## src/adcsc_consts.svh

```systemverilog
// Register offsets, field positions, reset values and timing counts for the converter control
`ifndef ADCSC_CONSTS_SVH
`define ADCSC_CONSTS_SVH

// Byte offsets on the register bus
`define ADCSC_OFF_SETUP 8'h00
`define ADCSC_OFF_CTL 8'h04
`define ADCSC_OFF_SLOT1 8'h08
`define ADCSC_OFF_SLOT2 8'h0C
`define ADCSC_OFF_SLOT3 8'h10
`define ADCSC_OFF_SLOT4 8'h14

// System setup fields
`define ADCSC_SETUP_PU_BIT 7
`define ADCSC_SETUP_CLOCK_SOURCE_SELECT_BIT 6
`define ADCSC_SETUP_DLY_BIT 4
`define ADCSC_SETUP_ZERO_BIT 2
`define ADCSC_SETUP_MASK 8'hFB
`define ADCSC_SETUP_RESET 8'h00

// Control/status fields
`define ADCSC_CTL_CCF_BIT 7
`define ADCSC_CTL_ZERO_BIT 6
`define ADCSC_CTL_RESET 6'h00

// Timing, in bus clock cycles or converter steps
`define ADCSC_STOP_DLY_CYC 12'd4000
`define ADCSC_STOP_FAST_CYC 12'd4
`define ADCSC_STEP_DIV 2'd3
`define ADCSC_SAMPLE_STEPS 4'd12
`define ADCSC_LAST_IDX 2'd3

`endif

```

## src/adcsc_pkg.sv

```systemverilog
// Types shared by the converter sequencer and its approximation engine
package adcsc_pkg;

  typedef enum {SEQ_IDLE, SEQ_RUN, SEQ_SUSP, SEQ_EXIT} adcsc_seq_t;
  typedef enum {SAR_IDLE, SAR_SAMPLE, SAR_COMPARE} adcsc_sar_st_t;

  typedef struct packed {
    logic scan;
    logic group_conversion_select;
    logic [3:0] sel;
  } adcsc_ctl_t;

  typedef struct packed {
    logic busy;
    logic done;
    logic sample;
    logic [7:0] trial;
    logic [7:0] result;
  } adcsc_sar_out_t;

  // Multiplexer code for conversion idx of a sequence
  function automatic logic [3:0] adcsc_chan(input adcsc_ctl_t ctl, input logic [1:0] idx);
    adcsc_chan = ctl.group_conversion_select ? {ctl.sel[3:2], idx} : ctl.sel;
  endfunction : adcsc_chan

endpackage : adcsc_pkg

```

## src/adcsc_sar.sv

```systemverilog
// Successive approximation engine: sample phase then eight MSB-first comparisons
`timescale 1ns/100ps
`include "adcsc_consts.svh"
module adcsc_sar import adcsc_pkg::*; (
  // Clock and reset
  input wire logic MCLK,
  input wire logic SYS_RST,
  // Control
  input wire logic start,
  input wire logic abort,
  input wire logic tick,
  input wire logic comp,
  // State and data
  output adcsc_sar_out_t sar_o
);

  adcsc_sar_st_t state_reg;
  logic [3:0] cnt_reg;
  logic [7:0] bit_reg;
  logic [7:0] code_reg;
  logic [7:0] result_reg;
  logic done_reg;

  // Drop the trial bit when the input lies below it
  wire [7:0] kept = comp ? code_reg : (code_reg & ~bit_reg);
  wire last_bit = bit_reg[0];
  wire sample_end = (cnt_reg == `ADCSC_SAMPLE_STEPS - 4'd1);

  always_ff @(posedge MCLK) begin
    if (SYS_RST) begin
      state_reg <= SAR_IDLE;
      cnt_reg <= 4'h0;
      bit_reg <= 8'h00;
      code_reg <= 8'h00;
      result_reg <= 8'h00;
      done_reg <= 1'b0;
    end else begin
      done_reg <= 1'b0;
      if (abort) begin
        state_reg <= SAR_IDLE;
      end else if (start) begin
        state_reg <= SAR_SAMPLE;
        cnt_reg <= 4'h0;
        code_reg <= 8'h00;
      end else if (tick) begin
        case (state_reg)
          SAR_SAMPLE: begin
            cnt_reg <= cnt_reg + 4'h1;
            if (sample_end) begin
              state_reg <= SAR_COMPARE;
              bit_reg <= 8'h80;
              code_reg <= 8'h80;
            end
          end
          SAR_COMPARE: begin
            bit_reg <= bit_reg >> 1;
            code_reg <= kept | (bit_reg >> 1);
            if (last_bit) begin
              result_reg <= kept;
              done_reg <= 1'b1;
              state_reg <= SAR_IDLE;
            end
          end
          default: state_reg <= SAR_IDLE;
        endcase
      end
    end
  end

  assign sar_o.busy = (state_reg != SAR_IDLE);
  assign sar_o.done = done_reg;
  assign sar_o.sample = (state_reg == SAR_SAMPLE);
  assign sar_o.trial = code_reg;
  assign sar_o.result = result_reg;

endmodule : adcsc_sar

```

## src/adcsc_top.sv

```systemverilog
// Converter sequence control: register bus slave, sequencer, result slots and power modes
`timescale 1ns/100ps
`include "adcsc_consts.svh"
module adcsc_top import adcsc_pkg::*; (
  // Clock and reset
  input wire logic MCLK,
  input wire logic SYS_RST,
  // Wishbone slave
  input wire logic WB_CYC_I,
  input wire logic WB_STB_I,
  input wire logic WB_WE_I,
  input wire logic [7:0] WB_ADR_I,
  input wire logic [3:0] WB_SEL_I,
  input wire logic [31:0] WB_DAT_I,
  output logic [31:0] WB_DAT_O,
  output logic WB_ACK_O,
  // Power mode pins
  input wire logic STOP_MODE,
  input wire logic WAIT_MODE,
  // Analog front end
  input wire logic ANA_COMP,
  input wire logic RC_CLK,
  output logic ANA_POWER_UP,
  output logic [3:0] ANA_CHAN_SEL,
  output logic ANA_SAMPLE,
  output logic [7:0] ANA_DAC_CODE,
  output logic NVM_CLK_SEL
);

  // Synchronisers: stop, wait, comparator, RC clock
  logic [3:0] meta_reg;
  logic [3:0] sync_reg;
  logic rc_d_reg;
  always_ff @(posedge MCLK) begin
    if (SYS_RST) begin
      meta_reg <= 4'h0;
      sync_reg <= 4'h0;
      rc_d_reg <= 1'b0;
    end else begin
      meta_reg <= {RC_CLK, ANA_COMP, WAIT_MODE, STOP_MODE};
      sync_reg <= meta_reg;
      rc_d_reg <= sync_reg[3];
    end
  end
  wire stop_s = sync_reg[0];
  wire wait_s = sync_reg[1];
  wire comp_s = sync_reg[2];
  wire rc_edge = sync_reg[3] & ~rc_d_reg;
  wire susp = stop_s | wait_s;

  // Registers
  logic [7:0] setup_reg;
  adcsc_ctl_t ctl_reg;
  logic ccf_reg;
  logic ccf_next;
  logic [7:0] slot_reg [4];
  logic ack_reg;
  logic [31:0] rdata_reg;
  logic start_pend_reg;
  logic [1:0] div_reg;

  wire pu = setup_reg[`ADCSC_SETUP_PU_BIT];
  wire clock_source_select = setup_reg[`ADCSC_SETUP_CLOCK_SOURCE_SELECT_BIT];
  wire dly = setup_reg[`ADCSC_SETUP_DLY_BIT];

  // Bus decode; a write lands on the acknowledging edge only
  wire wb_req = WB_CYC_I & WB_STB_I;
  wire wr_lane = ack_reg & wb_req & WB_WE_I & WB_SEL_I[0];
  wire wr_setup = wr_lane & (WB_ADR_I == `ADCSC_OFF_SETUP);
  wire wr_ctl = wr_lane & (WB_ADR_I == `ADCSC_OFF_CTL);
  wire [7:0] setup_rd = setup_reg & `ADCSC_SETUP_MASK;
  wire [7:0] ctl_rd = {ccf_reg, 1'b0, ctl_reg};
  logic [7:0] rd_byte;
  always_comb begin
    case (WB_ADR_I)
      `ADCSC_OFF_SETUP: rd_byte = setup_rd;
      `ADCSC_OFF_CTL: rd_byte = ctl_rd;
      `ADCSC_OFF_SLOT1: rd_byte = slot_reg[0];
      `ADCSC_OFF_SLOT2: rd_byte = slot_reg[1];
      `ADCSC_OFF_SLOT3: rd_byte = slot_reg[2];
      `ADCSC_OFF_SLOT4: rd_byte = slot_reg[3];
      default: rd_byte = 8'h00;
    endcase
  end

  always_ff @(posedge MCLK) begin
    if (SYS_RST) begin
      ack_reg <= 1'b0;
      rdata_reg <= 32'h0000_0000;
    end else begin
      ack_reg <= wb_req & ~ack_reg;
      if (wb_req & ~ack_reg) begin
        rdata_reg <= {24'h00_0000, rd_byte};
      end
    end
  end
  assign WB_ACK_O = ack_reg;
  assign WB_DAT_O = rdata_reg;

  // Converter step enable: bus divider or synchronised RC edge
  wire e_tick = (div_reg == `ADCSC_STEP_DIV);
  wire tick = clock_source_select ? rc_edge : e_tick;

  // Sequencer
  adcsc_seq_t seq_reg;
  adcsc_seq_t seq_next;
  logic [1:0] idx_reg;
  logic [1:0] idx_next;
  logic [11:0] dly_reg;
  logic [11:0] dly_next;
  logic was_stop_reg;
  logic was_stop_next;
  logic resume_go;
  adcsc_sar_out_t sar_o;

  wire seq_done = sar_o.done & (seq_reg == SEQ_RUN);
  wire at_last = (idx_reg == `ADCSC_LAST_IDX);
  wire last_done = seq_done & at_last;
  wire seq_halt = last_done & ~ctl_reg.scan;
  wire next_go = seq_done & ~seq_halt & ~susp & ~start_pend_reg;
  wire sar_start = pu & ((start_pend_reg & ~susp) | resume_go | next_go);
  wire sar_abort = ~pu | wr_ctl | (susp & (seq_reg == SEQ_RUN));

  always_comb begin
    seq_next = seq_reg;
    idx_next = idx_reg;
    dly_next = dly_reg;
    was_stop_next = was_stop_reg;
    resume_go = 1'b0;
    if (!pu) begin
      seq_next = SEQ_IDLE;
      idx_next = 2'd0;
    end else if (start_pend_reg) begin
      idx_next = 2'd0;
      seq_next = susp ? SEQ_SUSP : SEQ_RUN;
      was_stop_next = ((seq_reg == SEQ_SUSP) & was_stop_reg) | stop_s;
    end else begin
      case (seq_reg)
        SEQ_RUN: begin
          if (seq_done) begin
            idx_next = idx_reg + 2'd1;
          end
          if (seq_halt) begin
            seq_next = SEQ_IDLE;
          end else if (susp) begin
            seq_next = SEQ_SUSP;
            was_stop_next = stop_s;
          end
        end
        SEQ_SUSP: begin
          was_stop_next = was_stop_reg | stop_s;
          if (!susp && was_stop_reg) begin
            seq_next = SEQ_EXIT;
            dly_next = (dly ? `ADCSC_STOP_DLY_CYC : `ADCSC_STOP_FAST_CYC) - 12'd1;
          end else if (!susp) begin
            seq_next = SEQ_RUN;
            resume_go = 1'b1;
          end
        end
        SEQ_EXIT: begin
          if (susp) begin
            seq_next = SEQ_SUSP;
          end else if (dly_reg == 12'd0) begin
            seq_next = SEQ_RUN;
            resume_go = 1'b1;
            was_stop_next = 1'b0;
          end else begin
            dly_next = dly_reg - 12'd1;
          end
        end
        default: seq_next = SEQ_IDLE;
      endcase
    end
  end

  // Hardware set wins over the clearing write
  assign ccf_next = last_done | (ccf_reg & ~wr_ctl);

  always_ff @(posedge MCLK) begin
    if (SYS_RST) begin
      setup_reg <= `ADCSC_SETUP_RESET;
      ctl_reg <= `ADCSC_CTL_RESET;
      ccf_reg <= 1'b0;
      start_pend_reg <= 1'b0;
      div_reg <= 2'd0;
      seq_reg <= SEQ_IDLE;
      idx_reg <= 2'd0;
      dly_reg <= 12'd0;
      was_stop_reg <= 1'b0;
    end else begin
      if (wr_setup) begin
        setup_reg <= WB_DAT_I[7:0] & `ADCSC_SETUP_MASK;
      end
      if (wr_ctl) begin
        ctl_reg <= WB_DAT_I[5:0];
      end
      ccf_reg <= ccf_next;
      start_pend_reg <= wr_ctl;
      div_reg <= e_tick ? 2'd0 : div_reg + 2'd1;
      seq_reg <= seq_next;
      idx_reg <= idx_next;
      dly_reg <= dly_next;
      was_stop_reg <= was_stop_next;
    end
  end

  // Result slots; no reset because contents are undefined until a conversion lands
  always_ff @(posedge MCLK) begin
    if (seq_done) begin
      slot_reg[idx_reg] <= sar_o.result;
    end
  end

  adcsc_sar u_sar (
    .MCLK(MCLK),
    .SYS_RST(SYS_RST),
    .start(sar_start),
    .abort(sar_abort),
    .tick(tick),
    .comp(comp_s),
    .sar_o(sar_o)
  );

  // Reserved selections are still driven; the front end decides what they see
  assign ANA_CHAN_SEL = adcsc_chan(ctl_reg, idx_reg);
  assign ANA_POWER_UP = pu;
  assign ANA_SAMPLE = sar_o.sample;
  assign ANA_DAC_CODE = sar_o.trial;
  assign NVM_CLK_SEL = clock_source_select;
endmodule : adcsc_top

```

## config.mk

```make
export PLATFORM = sky130hd
export DESIGN_NAME = adcsc_top
export DESIGN_NICKNAME = d
export VERILOG_FILES = /design/src/adcsc_pkg.sv /design/src/adcsc_sar.sv /design/src/adcsc_top.sv
export VERILOG_INCLUDE_DIRS = /design/src
export SDC_FILE = /design/constraint.sdc
export NUM_CORES = 1
export LEC_CHECK = 0
export BUFFER_PORTS_ARGS = -buffer_cell sky130_fd_sc_hd__buf_2
export CORE_AREA = 2 2 98 100
export CTS_BUF_LIST = sky130_fd_sc_hd__clkbuf_2
export CTS_CLUSTER_SIZE = 30
export DETAILED_ROUTE_END_ITERATION = 10
export DIE_AREA = 0 0 100 102
export PLACE_DENSITY_LB_ADDON = 0.08
export SKIP_CTS_REPAIR_TIMING = 1
export SYNTH_ARGS = -nofsm -noshare
export SYNTH_HDL_FRONTEND = slang
export SYNTH_HIERARCHICAL = 1
export SYNTH_SLANG_ARGS = --single-unit
```

## constraint.sdc

```tcl
create_clock -name MCLK -period 7.3 [get_ports MCLK]
set_clock_uncertainty 0.15 [all_clocks]
set_input_delay 0.365 -clock MCLK [delete_from_list [all_inputs] [get_ports MCLK]]
set_output_delay 0.365 -clock MCLK [all_outputs]
set_load 0.01 [all_outputs]
```

==> out/qor.csv <==
metric;value;unit
fill count;732;
later-pin clock latency in the skew report;690;ps
n_diodes;0;
dpl ws;3630;ps
TritonCTS clock tree;done;
Worst EP arrival;4200;ps
Syn-to-layout area delta;11.2;%
final worst slack;3520;ps
grt total ovfl;0;
Sequential Power Share;57.8;%
Int Power;840;uW
Worst Setup EP;u_sar/result_reg[2];
reg2reg start;dly_reg[7];
Fin Hold WS;55.6;ps
Crit path required time;7710;ps
clock sink count;115;
outcome;finished, final reports clean;
Avg Inst Size Synth;9.92;um2
Worst Tran Pin Value;1060;ps
crit path time final;3780;ps
WL final;12.3;mm
port bufs;49;
Max-cap violations;0;
GRT Util Overall;24.5;%
RSZ-0062 raised after global routing;no;
via count;4373;
most common cell after layout, fill and taps aside;dfxtp_1;
Net Sw Power;298;uW
first-pass GRT wire length;19.5;mm
most frequent cells in the layout;dfxtp_1, buf_2, a21oi_1;
max FFs per register;32;
Crit. End Element;flop;
WS Path Type;reg -> reg;
Post-route DRC;0;
Inserted Clock Buffers;17;
routed len/inst;16.7;um
YS warnings;6;
First DRT Iteration DRCs;285;
vias in the first global route;4002;
R2R depth;8;
Die ar.;10200;um2
Final period util;51.8;%
Die H;102;um
final core utilization;67.0;%
Max Root-Sink Buffers;2;
antenna violations before repair;0;
synthesized area;5490;um2
Clock Power Share;36.8;%
hold path depth;5;
fmax;264;MHz
drt pass-1 iters;5;
R2R setup slack;3520;ps
final setup fails;0;
post-DP HPWL;8.07;mm
sw frac;26.2;%
starting density of the core;60.2;%
pins over their slew limit;0;
worst r2r dst;u_sar/result_reg[2];
Final #Nets;674;
Vias/cell;5.96;
row count;35;
chip width;100;um
cells after synthesis;553;
PwrDens;187;nW/um2
CP Max Fanout;14;
slew margin rel.;28.6;%
Gate power share;5.4;%
H-tree levels;4;
final setup TNS;0;ps
Root Buffer;clkbuf_2;
Total Power;1.14;mW
pin count of the biggest net entering global routing;73;
RD Place Congestion;0.904;
leakage;2.20;nW
maximum vdd drop;0.123;mV
Final Hold Viols;0;
critical path startpoint;dly_reg[7];
CORE AREA;9110;um2
Worst Hold Class;in -> reg;
# IOs;101;
Reg clk slew, reported paths;210;ps
share of post-route cells with drive strength above 1;16.7;%
antenna viol nets, final;0;
crit path launch type;flop;
layout make-up:
class | count | area [um2] | area share [%]
inverters | 20 | 75.1 | 1.23
flip-flops and latches | 115 | 2620 | 43.0
clock inverters | 15 | 158 | 2.58
repair buffers | 76 | 510 | 8.36
clock buffers | 17 | 85.1 | 1.39
well taps | 111 | 139 | 2.28
multi-input cells | 380 | 2510 | 41.2
per-stage QoR:
| stage | instances | instance area (um2) |
|---|---|---|
| final | 734 | 6100 |
| after global routing | 734 | 6100 |
| after detailed placement | 677 | 5610 |
| after CTS | 709 | 5850 |
| after global placement | 677 | 5610 |
| after floorplan | 576 | 5570 |
power by group through the flow:
stage / sequential [mW] / clock [mW] / combinational [mW]
floorplan: 0.671 / 0 / 0.0464
global placement: 0.671 / 0 / 0.0516
detailed placement: 0.672 / 0 / 0.0525
CTS: 0.658 / 0.426 / 0.0527
global route: 0.659 / 0.455 / 0.0675
finish: 0.658 / 0.419 / 0.0614
worst min path at each step:
stage	startpoint	endpoint	slack, ps
final	WB_ADR_I[7]	ctl_rd[3]	60
after global routing	WB_ADR_I[2]	WB_DAT_O[7]	50
after CTS	WAIT_MODE	meta_reg[1]	-310
after detailed placement	div_reg[0]	div_reg[0]	270
after global placement	div_reg[0]	div_reg[0]	260
after floorplan	div_reg[0]	div_reg[0]	260
critical path: stages (launching register included):
cell,delay [ps]
dfxtp_1,380
nor3_1,760
and4_1,620
o21ai_0,140
a21oi_1,740
nor2_4,100
nand4_1,450
mux2i_1,250
nor2_1,60
layer usage:
layer  wire length, um  part of all wire, %  global-route usage [%]
met1              5320                   43                    31.6
met2              5900                   48                    40.1
met3               877                  7.2                    6.98
met4               161                  1.3                    8.22
met5                 0                    0                       0
Power figures use the tool's default switching activity.
